<file path="src/hw/hgir_pkg.sv">
// constants for the host global and interrupt register block
package hgir_pkg;
  localparam int unsigned CHANNELS         = 6;
  localparam logic [7:0]  TX_POWER_ADDR    = 8'h00;
  localparam logic [7:0]  RX_POWER_ADDR    = 8'h08;
  localparam logic [7:0]  GLOBAL_EN_ADDR   = 8'h60;
  localparam logic [7:0]  GLOBAL_ST_ADDR   = 8'h61;
  localparam logic [7:0]  IDENTITY_ADDR    = 8'h6e;
  localparam logic [7:0]  VERSION_ADDR     = 8'h6f;
  localparam logic [3:0]  SRC_EN_LOW       = 4'h1;
  localparam logic [3:0]  SRC_ST_LOW       = 4'h2;
  localparam logic [2:0]  LAST_CHANNEL     = 3'h5;
  // arbitrary values, not tied to any part
  localparam logic [7:0]  IDENTITY_VALUE   = 8'ha5;
  localparam logic [7:0]  VERSION_VALUE    = 8'h03;
  localparam logic [5:0]  FIELD_RESET      = 6'h00;
  // source bit positions
  localparam int unsigned DRV_MON_BIT      = 0;
  localparam int unsigned SIG_LOSS_BIT     = 1;
  localparam int unsigned LOCK_LOSS_BIT    = 2;
  localparam int unsigned FIFO_LIM_BIT     = 3;
  localparam int unsigned PAT_ERR_BIT      = 4;
  localparam int unsigned PAT_FULL_BIT     = 5;
  localparam int unsigned DRV_IDLE_CYCLES  = 128;
  localparam logic [7:0]  DRV_IDLE_LAST    = 8'(DRV_IDLE_CYCLES - 1);
  // access latency bound: two bus-clock periods plus this margin
  localparam int unsigned ACCESS_MARGIN_NS = 5;
  localparam int unsigned ACCESS_PERIODS   = 2;
endpackage

</file>
<file path="src/hw/hgir_regs.sv">
// global and channel interrupt registers behind the parallel host bus
// Behaviour
// synchronous mode: ready within two bus-clock periods plus 5 ns
// host holds hardware reset low at least 5 us
// after hardware reset release all registers hold defaults
// transmitter on only when its power bit and enable pin are both 1
// receiver power bits at 0x08 turn each channel receiver on
// channel interrupt gates at 0x60, read/write, reset to zero
// channel interrupt flags at 0x61, set on channel interrupt, read clears
// host reads channel source status to learn interrupt cause
// fixed identity byte at 0x6e, writes ignored
// version byte at 0x6f, read only
// per-channel source gates at 0x01+0x10*n, six sources
// per-channel source flags at 0x02+0x10*n, read clears
// active-low interrupt output until flags are read and cleared
// driver monitor flags after 128 cycles without pulses
// host supplies bus clock as access timing reference
// channel flag sets from gated source flag and channel gate
`timescale 1ns/1ns
module hgir_regs
(
  // system
  input  wire logic       clock,
  input  wire logic       srst,
  // host bus pins
  input  wire logic       bus_clock,
  input  wire logic       reset_n,
  input  wire logic       cs_n,
  input  wire logic       rd_n,
  input  wire logic       wr_n,
  input  wire logic [7:0] addr,
  input  wire logic [7:0] data_in,
  output logic      [7:0] data_out,
  output logic            data_oe_n,
  output logic            rdy_n,
  output logic            int_n,
  // line side
  input  wire logic [5:0] tx_enable_pin,
  input  wire logic [5:0] driver_pulse,
  input  wire logic [5:0] signal_loss,
  input  wire logic [5:0] lock_loss,
  input  wire logic [5:0] fifo_limit,
  input  wire logic [5:0] pattern_error,
  input  wire logic [5:0] pattern_count_full,
  output logic      [5:0] tx_on,
  output logic      [5:0] rx_on
);

  typedef enum logic [1:0] {IDLE, WAIT_EDGE, DONE} hgir_bus_type;

  // two-flop synchronisers for the host bus, tx enable and driver pulse pins
  logic [26:0] pin_meta_reg;
  logic [26:0] pin_sync_reg;
  logic [5:0]  pin2_meta_reg;
  logic [5:0]  pin2_sync_reg;
  logic        bclk_prev_reg;
  always_ff @(posedge clock)
  begin
    pin_meta_reg  <= {bus_clock, reset_n, cs_n, rd_n, wr_n,
                      addr, data_in, tx_enable_pin};
    pin_sync_reg  <= pin_meta_reg;
    pin2_meta_reg <= driver_pulse;
    pin2_sync_reg <= pin2_meta_reg;
    bclk_prev_reg <= pin_sync_reg[26];
  end

  wire       s_bclk    = pin_sync_reg[26];
  wire       s_reset_n = pin_sync_reg[25];
  wire       s_cs_n    = pin_sync_reg[24];
  wire       s_rd_n    = pin_sync_reg[23];
  wire       s_wr_n    = pin_sync_reg[22];
  wire [7:0] s_addr    = pin_sync_reg[21:14];
  wire [7:0] s_data    = pin_sync_reg[13:6];
  wire [5:0] s_tx_pin  = pin_sync_reg[5:0];
  wire [5:0] s_pulse   = pin2_sync_reg;

  // hardware reset pin resets every register but the pin synchronisers and edge-detect flops while low
  wire rst = srst | ~s_reset_n;
  wire bclk_rise = s_bclk & ~bclk_prev_reg;

  hgir_bus_type state_reg;
  hgir_bus_type state_next;
  logic         is_read_reg;
  logic [7:0]   rdata_reg;
  logic [5:0]   tx_bits_reg;
  logic [5:0]   rx_bits_reg;
  logic [5:0]   chan_gate_reg;
  logic [5:0]   chan_flag_reg;
  logic [5:0]   src_gate_reg [6];
  logic [5:0]   src_flag_reg [6];

  wire strobe   = ~s_cs_n & (~s_rd_n | ~s_wr_n);
  // access happens on the first bus-clock rise after the strobe
  wire do_acc   = (state_reg == WAIT_EDGE) & bclk_rise;
  wire do_write = do_acc & ~is_read_reg;
  wire do_read  = do_acc & is_read_reg;

  always_comb
  begin
    state_next = state_reg;
    unique case (state_reg)
      IDLE:      if (strobe) state_next = WAIT_EDGE;
      WAIT_EDGE: if (bclk_rise) state_next = DONE;
      DONE:      if (s_cs_n) state_next = IDLE;
    endcase
  end

  always_ff @(posedge clock)
  begin
    if (rst)
    begin
      state_reg   <= IDLE;
      is_read_reg <= 1'b0;
    end
    else
    begin
      state_reg <= state_next;
      if (state_reg == IDLE)
        is_read_reg <= ~s_rd_n;
    end
  end

  // address decode
  wire [2:0] a_chan   = s_addr[6:4];
  wire       a_chan_ok = ~s_addr[7] & (a_chan <= hgir_pkg::LAST_CHANNEL);
  wire       a_src_en = a_chan_ok & (s_addr[3:0] == hgir_pkg::SRC_EN_LOW);
  wire       a_src_st = a_chan_ok & (s_addr[3:0] == hgir_pkg::SRC_ST_LOW);
  wire       a_tx     = s_addr == hgir_pkg::TX_POWER_ADDR;
  wire       a_rx     = s_addr == hgir_pkg::RX_POWER_ADDR;
  wire       a_gen    = s_addr == hgir_pkg::GLOBAL_EN_ADDR;
  wire       a_gst    = s_addr == hgir_pkg::GLOBAL_ST_ADDR;
  wire       a_id     = s_addr == hgir_pkg::IDENTITY_ADDR;
  wire       a_ver    = s_addr == hgir_pkg::VERSION_ADDR;

  wire [7:0] rd_mux =
    a_tx     ? {2'b00, tx_bits_reg} :
    a_rx     ? {2'b00, rx_bits_reg} :
    a_gen    ? {2'b00, chan_gate_reg} :
    a_gst    ? {2'b00, chan_flag_reg} :
    a_id     ? hgir_pkg::IDENTITY_VALUE :
    a_ver    ? hgir_pkg::VERSION_VALUE :
    a_src_en ? {2'b00, src_gate_reg[a_chan]} :
    a_src_st ? {2'b00, src_flag_reg[a_chan]} :
               8'h00;

  always_ff @(posedge clock)
  begin
    if (rst)
      rdata_reg <= 8'h00;
    else if (do_read)
      rdata_reg <= rd_mux;
  end

  // global control registers; identity and version take no write
  always_ff @(posedge clock)
  begin
    if (rst)
    begin
      tx_bits_reg   <= hgir_pkg::FIELD_RESET;
      rx_bits_reg   <= hgir_pkg::FIELD_RESET;
      chan_gate_reg <= hgir_pkg::FIELD_RESET;
    end
    else if (do_write)
    begin
      if (a_tx)
        tx_bits_reg <= s_data[5:0];
      if (a_rx)
        rx_bits_reg <= s_data[5:0];
      if (a_gen)
        chan_gate_reg <= s_data[5:0];
    end
  end

  // per-channel source logic
  logic [5:0] chan_hit;
  genvar n;
  generate
    for (n = 0; n < hgir_pkg::CHANNELS; n++)
    begin : g_chan
      logic [7:0] idle_cnt_reg;
      logic       pulse_prev_reg;
      logic       drv_event_reg;
      wire        sel     = a_chan == 3'(n);
      wire        wr_gate = do_write & a_src_en & sel;
      wire        rd_flag = do_read & a_src_st & sel;
      wire [5:0]  events;
      wire        pulse_edge = s_pulse[n] & ~pulse_prev_reg;

      // no pulse edge for 128 cycles raises one monitor event
      always_ff @(posedge clock)
      begin
        if (rst | pulse_edge)
          idle_cnt_reg <= 8'h00;
        else if (idle_cnt_reg != hgir_pkg::DRV_IDLE_LAST + 8'h01)
          idle_cnt_reg <= idle_cnt_reg + 8'h01;
      end
      always_ff @(posedge clock)
      begin
        pulse_prev_reg <= s_pulse[n];
        drv_event_reg  <= ~rst & ~pulse_edge &
                          (idle_cnt_reg == hgir_pkg::DRV_IDLE_LAST);
      end

      assign events[hgir_pkg::DRV_MON_BIT]   = drv_event_reg;
      assign events[hgir_pkg::SIG_LOSS_BIT]  = signal_loss[n];
      assign events[hgir_pkg::LOCK_LOSS_BIT] = lock_loss[n];
      assign events[hgir_pkg::FIFO_LIM_BIT]  = fifo_limit[n];
      assign events[hgir_pkg::PAT_ERR_BIT]   = pattern_error[n];
      assign events[hgir_pkg::PAT_FULL_BIT]  = pattern_count_full[n];

      always_ff @(posedge clock)
      begin
        if (rst)
          src_gate_reg[n] <= hgir_pkg::FIELD_RESET;
        else if (wr_gate)
          src_gate_reg[n] <= s_data[5:0];
      end

      // a new event wins over the read clear in the same cycle
      wire [5:0] set_bits = events & src_gate_reg[n];
      always_ff @(posedge clock)
      begin
        if (rst)
          src_flag_reg[n] <= hgir_pkg::FIELD_RESET;
        else
          src_flag_reg[n] <= (rd_flag ? 6'h00 : src_flag_reg[n])
                             | set_bits;
      end

      assign chan_hit[n] = chan_gate_reg[n] &
                           |(src_flag_reg[n] & src_gate_reg[n]);
    end
  endgenerate

  wire clr_gst = do_read & a_gst;
  always_ff @(posedge clock)
  begin
    if (rst)
      chan_flag_reg <= hgir_pkg::FIELD_RESET;
    else
      chan_flag_reg <= (clr_gst ? 6'h00 : chan_flag_reg) | chan_hit;
  end

  // outputs
  logic int_n_reg;
  always_ff @(posedge clock)
  begin
    if (rst)
      int_n_reg <= 1'b1;
    else
      int_n_reg <= ~|chan_flag_reg;
  end

  assign int_n     = int_n_reg;
  assign rdy_n     = ~(state_reg == DONE);
  assign data_out  = rdata_reg;
  assign data_oe_n = ~((state_reg == DONE) & is_read_reg & ~s_cs_n);
  assign tx_on     = tx_bits_reg & s_tx_pin;
  assign rx_on     = rx_bits_reg;

endmodule

</file>
<file path="config.mk">
export PLATFORM = sky130hd
export DESIGN_NAME = hgir_regs
export DESIGN_NICKNAME = d
export VERILOG_FILES = /design/src/hw/hgir_pkg.sv /design/src/hw/hgir_regs.sv
export SDC_FILE = /design/constraint.sdc
export NUM_CORES = 1
export LEC_CHECK = 0
export BUFFER_PORTS_ARGS = -buffer_cell sky130_fd_sc_hd__buf_2
export CORE_MARGIN = 5
export CORE_UTILIZATION = 47
export CTS_CLUSTER_DIAMETER = 120
export DETAILED_ROUTE_END_ITERATION = 10
export GPL_TIMING_DRIVEN = 0
export PLACE_DENSITY = 0.79
export SETUP_SLACK_MARGIN = 0.4
export SYNTH_ARGS = -nofsm -noshare
export SYNTH_HDL_FRONTEND = slang
export SYNTH_SLANG_ARGS = --single-unit
</file>
<file path="constraint.sdc">
create_clock -name clock -period 2.3 [get_ports clock]
set_clock_uncertainty 0.1 [all_clocks]
set_input_delay 0.345 -clock clock [delete_from_list [all_inputs] [get_ports clock]]
set_output_delay 0.345 -clock clock [all_outputs]
set_load 0.02 [all_outputs]
</file>
==> metrics.csv, run 1 <==
stage,metric,value,unit
critical_path,Worst EP required,2.58,ns
place,Detail Placement HPWL,17000,microns
timing,Final Hold Slack,0.00576,ns
timing,fmax,479,MHz
die,area of the core,19300,sq um
die,die area,22400,sq um
synth,Synth async-reset ratio,0,
cells_and_area,max FFs per register,48,
timing,Least-Margin Pin Slew,0.723,ns
cells_and_area,Finished Layout Cells,1372,
clock_tree,worst-skew pair later-pin latency,0.51,ns
critical_path,worst reg2reg path startpoint,state_reg[1],
critical_path,"Data arrival, critical path",2.37,ns
clock_tree,Clock Pin Slew Worst Setup and Hold Paths,0.06,ns
synth,cell count after synthesis,872,
clock_tree,total CTS buffers,24,
global_routing,first-pass GRT wire length,39900,microns
critical_path,"Max FO, Critical Path",6,
timing,Max Slew Vio Count,0,
clock_tree,Max clock buf depth,3,
detailed_routing,post-route DRC violation count,0,
detailed_routing,via count,7625,
timing,post-route clock period utilization,0.907,
pwr,Peak VDD IR,0.000490,V
place,Placer Congestion,1.01,
synth,top post-synthesis cells by count,"dfxtp_1 (194), nor2_1 (140), a22oi_1 (61)",
place,Placed Cells,1221,
clock_tree,Root Buffer,clkbuf_16,
die,Die Width,150,microns
critical_path,CP endpoint kind,flip-flop,
synth,sequential cell area fraction in the yosys report,0.543,
synth,post-synth top area share,0.424,
global_routing,GRT Total Usage,0.227,
place,dpl cell area,9980,sq um
cells_and_area,Post-layout nets,1168,
pwr,Leak,0.00489,uW
global_routing,pin count of the biggest net entering global routing,15,
synth,Yosys cell types,71,
die,initial core utilization,0.473,
detailed_routing,M1 WL,10100,microns
global_routing,initial antenna violation count,0,
detailed_routing,DR top layer,met4,
detailed_routing,met3 wire length,1870,microns
timing,endpoints failing setup,0,
pwr,PwrDens,707,nW/um^2
critical_path,critical path launch point,state_reg[1],
synth,dominant cells by area after synthesis,"dfxtp_1 (42%), edfxtp_1 (12%), nor2_1 (5.7%)",
clock_tree,CTS tree,built,
place,Port-buffer cells,84,
clock_tree,Max H-tree Level,1,
detailed_routing,First-pass DRT Iterations,5,
timing,Final TNS setup,0,ns
run,max cap viols,0,
die,die height,150,microns
synth,Synth Warn #,0,
synth,top_reg_cell synth,dfxtp_1,
die,cell row count,51,
timing,"Min Clock Period, post-route",2.09,ns
synth,"Avg Cell Area, Syn",10.5,sq um
cells_and_area,Layout fillers,1475,
critical_path,Setup Crit Path Kind,flip-flop to flip-flop,
cells_and_area,Area Overhead vs Synth,36.4,%
global_routing,vias in the first global route,7538,
cells_and_area,share of cells above drive strength 1,0.300,
global_routing,GRT Residual Overflow,0,
timing,relative slew slack,0.517,
timing,final hold violations,0,
detailed_routing,Final ANT Viol Nets,0,
synth,Yosys top cell by area,dfxtp_1,
detailed_routing,drt wl/cell,18.8,microns
timing,unrepaired setup endpoints after global routing,true,
detailed_routing,WL final,25800,microns
synth,Yosys reg bits,230,
synth,Mapped Area,9150,sq um
detailed_routing,wire length on met2,12600,microns
critical_path,CP Launch Type,flip-flop,
cells_and_area,fin util,0.646,
synth,syn_nets,952,
min_path,HP Start,fifo_limit[5],
min_path,Hold/Removal Path Class,primary input to flip-flop,
cells_and_area,"Design Area, Final",12500,sq um
clock_tree,TritonCTS Sinks,230,
synth,Post-synth EDFFs,36,
detailed_routing,vias per inst,5.56,
run_status,status,"finished, final reports clean",
detailed_routing,initial drt markers,682,
synth,most frequent cell after synthesis,dfxtp_1,
die,Ports,88,
critical path, cell delays in order (launching register included):
cell     delay [ns]
dfxtp_2        0.32
inv_2          0.07
ha_4           0.13
or3b_4         0.41
or3_4          0.36
buf_12         0.15
nor4_4         0.23
and2_1         0.18
through the flow:
stage                     setup WS (ns)  power, uW
after floorplan                   0.302       4580
after global placement           -0.249       4760
after detailed placement         -0.279       4770
after CTS                         0.226       8860
after global routing              0.122       9150
final                             0.213       8830
power by group:
part / switching, uW / internal, uW
clock network: 1550 / 2390
logic: 284 / 299
registers: 120 / 4190
total: 1950 / 6880
placed cells by master, fill, tap and decap left out, types with 14 or more instances in the layout:
cell type      instances
dfxtp_1              187
nor2_1               134
buf_2                 83
dlygate4sd3_1         51
buf_4                 44
and2_1                38
edfxtp_1              36
a22oi_2               34
nand3_1               33
nand2_1               30
a22oi_1               27
mux2i_1               26
clkbuf_16             25
xor2_1                24
inv_1                 23
xnor2_1               18
a21oi_1               17
o21ai_0               14
ha_1                  14
cell families after synthesis:
family | after synthesis | share of synthesized area
and+or+nand+nor | 331 | 0.190
DFF | 230 | 0.543
AOI/OAI and AO/OA | 151 | 0.118
buffers and inverters | 54 | 0.0261
muxes | 48 | 0.0622
xor gates and xnor gates | 42 | 0.0402
adders and majority gates | 15 | 0.0205
other | 1 | 0.000410
worst paths after layout:
| check | cells past startpoint | endpoint | slack (ns) |
|---|---|---|---|
| setup / recovery | 7 | src_gate_reg[0][4] | 0.21 |
| hold / removal | 3 | src_flag_reg[5][3] | 0.006 |
| setup reg to reg | 7 | src_gate_reg[0][4] | 0.21 |
| hold reg to reg | 0 | pin_sync_reg[19] | 0.22 |
area by class of cell:
class                           count  area, sq um  share of cell area
Sequential cell                   230         4980               0.399
Clock buffer                       31          668              0.0535
Antenna cell                        1         2.50            0.000200
Inverter                           24         90.1             0.00722
Multi-Input combinational cell    588         4520               0.362
Buffer                             30          269              0.0215
Tap cell                          265          332              0.0266
Clock inverter                     13          144              0.0115
Timing Repair Buffer              190         1480               0.119
layer usage:
metal,track usage,vias to the layer above
met1,0.274,3653
li1,-,3551
met4,0.106,0
met3,0.0478,94
met2,0.389,327
met5,0,-
repair_timing:
action,4_1_cts,5_1_grt
pin swaps,17,22
gates resized for setup,112,56
endpoints found under the hold margin,51,0
setup endpoints to repair,158,159
buffers inserted,35,19
hold buffers,51,0
gates cloned,1,0
Note: power is estimated with default switching activity, not from simulation.
==> inputs of run 2 (changes only) <==
--- a/config.mk
+++ b/config.mk
@@ -11,7 +11,8 @@
 export CTS_CLUSTER_DIAMETER = 120
 export DETAILED_ROUTE_END_ITERATION = 10
 export GPL_TIMING_DRIVEN = 0
-export PLACE_DENSITY = 0.79
+export HOLD_SLACK_MARGIN = 0.12
+export PLACE_DENSITY = 0.67
 export SETUP_SLACK_MARGIN = 0.4
 export SYNTH_ARGS = -nofsm -noshare
 export SYNTH_HDL_FRONTEND = slang
==> run 2 against run 1 <==
Compared with the run above: sequential share of layout area decreased by 0.25 points; hold slack gained 0.22 ns; non-clock buffer count increased by 6; worst setup slack got worse by 0.059 ns; core utilization increased by 0.44 points; critical path depth is the same; combinational power about the same; die area is the same; first-iteration DRC count is 17% lower; via count shrank 3.3%.
==> metrics.csv, run 2 (synthesis results as in run 1) <==
stage,metric,value,unit
pwr,Seq pwr share,0.475,
timing,Max Slew Vio Count,0,
timing,PnR worst setup slack,0.154,ns
critical_path,CP Launch Type,flip-flop,
clock_tree,TritonCTS Sinks,230,
clock_tree,worst-skew pair later-pin latency,0.52,ns
critical_path,Max stage delay on crit path,0.41,ns
critical_path,Setup Crit Path Kind,flip-flop to flip-flop,
cells_and_area,n_diodes,0,
global_routing,initial antenna violation count,0,
detailed_routing,post-route DRC violation count,0,
detailed_routing,via count,7373,
global_routing,met1 Use GR,0.293,
place,Placed Cells,1221,
cells_and_area,fin util,0.650,
global_routing,met2 Use GR,0.358,
detailed_routing,vias per inst,5.35,
place,Placer Congestion,0.933,
die,area of the core,19300,sq um
die,Ports,88,
timing,post-route clock period utilization,0.933,
critical_path,FF-to-FF path depth,7,
run,max cap viols,0,
timing,unrepaired setup endpoints after global routing,true,
place,Detail Placement HPWL,17000,microns
global_routing,GR peak layer,met2,
critical_path,Levels on crit path,7,
die,initial core utilization,0.473,
critical_path,FF-to-FF End,src_gate_reg[0][2],
detailed_routing,WL final,25300,microns
detailed_routing,drt wl/cell,18.4,microns
global_routing,vias in the first global route,7013,
global_routing,met3 usage,0.0366,
clock_tree,Max H-tree Level,1,
die,die area,22400,sq um
die,cell row count,51,
clock_tree,Max clock buf depth,3,
cells_and_area,"commonest non-fill, non-tap cell in the layout",dfxtp_1,
critical_path,Worst EP required,2.58,ns
place,dpl cell area,9980,sq um
timing,Least-Margin Pin Slew,0.684,ns
timing,relative slew slack,0.543,
critical_path,Crit path max-delay family,simple AND/OR/NAND/NOR gates,
pwr,Leak,0.00490,uW
critical_path,R2R setup slack,0.15,ns
critical_path,CP endpoint kind,flip-flop,
critical_path,"Data arrival, critical path",2.43,ns
timing,Final Hold Slack,0.223,ns
pwr,internal power,7100,uW
pwr,Comb pwr share,0.064,
clock_tree,CTS tree,built,
min_path,Hold/Removal Path Class,flip-flop to flip-flop,
die,Die Width,150,microns
critical_path,worst reg2reg path startpoint,state_reg[1],
cells_and_area,Finished Layout Cells,1377,
clock_tree,Clock Pin Slew Worst Setup and Hold Paths,0.06,ns
pwr,Psw,1990,uW
min_path,hold path cells,0,
cells_and_area,share of cells above drive strength 1,0.290,
min_path,hold path endpoint,pin_sync_reg[25],
critical_path,CP max stage cell,or3b_4,
pwr,PwrDens,723,nW/um^2
pwr,Peak VDD IR,0.000731,V
critical_path,"Max FO, Critical Path",6,
detailed_routing,Final ANT Viol Nets,0,
cells_and_area,Post-layout nets,1174,
timing,fmax,466,MHz
cells_and_area,most frequent cells in the layout,"dfxtp_1 (187), nor2_1 (134), buf_2 (85)",
place,DP Worst Slack,-0.338,ns
critical_path,cell chain of the critical path,"inv_2, ha_4, or3b_4, or3_4, buf_8, nor4_4, and2_1",
cells_and_area,"Design Area, Final",12600,sq um
global_routing,pin count of the biggest net entering global routing,16,
detailed_routing,initial drt markers,567,
timing,final hold violations,0,
critical_path,Bufs and invs on worst path,2,
run_status,status,"finished, final reports clean",
global_routing,GRT Total Usage,0.218,
min_path,HP Start,pin_meta_reg[25],
clock_tree,total CTS buffers,24,
detailed_routing,First-pass DRT Iterations,8,
timing,endpoints failing setup,0,
cells_and_area,Area Overhead vs Synth,37.4,%
place,Port-buffer cells,84,
clock_tree,Root Buffer,clkbuf_16,
pwr,clock power share,0.462,
pwr,Sw Ratio,0.219,
die,die height,150,microns
timing,"Min Clock Period, post-route",2.15,ns
cells_and_area,max FFs per register,48,
global_routing,GRT Residual Overflow,0,
global_routing,first-pass GRT wire length,38100,microns
## run 2: changes by cell type in the layout (fill, tap and decap cells not counted), moves of 3 or more
cell,change
clkinv_1,+3
mux2i_2,-3
clkbuf_1,-3
buf_6,+4
clkbuf_8,+3
dlygate4sd3_1,+10
buf_4,-6
clkinv_2,-7
a2111oi_1,-3
mux2i_1,+3
buf_12,-3
## run 2: how the worst max path moves through the flow
stage	slack, ns	start	end
finish	0.15	state_reg[1]	src_gate_reg[0][2]
global route	0.11	pin_sync_reg[19]	src_flag_reg[0][4]
CTS	0.21	state_reg[1]	src_gate_reg[0][2]
detailed placement	-0.34	srst	src_gate_reg[3][3]
global placement	-0.25	srst	src_gate_reg[3][0]
floorplan	0.30	state_reg[1]	src_gate_reg[0][0]
## run 2: area by class of cell
| class | instances | area [sq um] |
|---|---|---|
| Sequential cell | 230 | 4980 |
| Clock buffer | 32 | 702 |
| Fill cell | 1540 | 6770 |
| Timing Repair Buffer | 196 | 1520 |
| Clock inverter | 12 | 176 |
| Inverter | 24 | 90.1 |
| Buffer | 30 | 269 |
| Tap cell | 265 | 332 |
| Multi-Input combinational cell | 588 | 4500 |
## run 2: layer usage
metal	vias to the layer above	share of wire	routed length, microns
met5	-	0	0
met4	0	0.035	897
met3	57	0.063	1580
met2	265	0.48	12100
met1	3503	0.43	10800
li1	3548	-	-
## run 2: power by group through the flow
stage	Clock, uW	Combinational [uW]	Sequential, uW
4_1_cts	4260	524	4300
2_1_floorplan	0	247	4340
6_report	4190	580	4310
3_3_place_gp	0	380	4380
5_1_grt	4420	624	4320
3_5_place_dp	0	384	4390
## run 2: repair_timing
action / 4_1_cts / 5_1_grt
pin swaps: 20 / 18
setup buffers: 28 / 21
gates cloned: 0 / 2
hold buffers: 61 / 0
hold endpoints to repair: 61 / 0
setup endpoints to repair: 158 / 138
gates resized for setup: 83 / 82
## run 2: stage by stage
step / setup TNS [ns] / power [uW]
6_report: 0 / 9080
5_1_grt: 0 / 9360
4_1_cts: 0 / 9090
3_5_place_dp: -7.96 / 4770
3_3_place_gp: -4.85 / 4760
2_1_floorplan: 0 / 4580
## run 2: worst register-to-register path: cells and delay by family (launching register included)
family                     cells  cell delay (ns)
buffers and inverters          2             0.22
DFF                            1             0.32
and+or+nand+nor                4             1.23
adders and majority gates      1             0.14
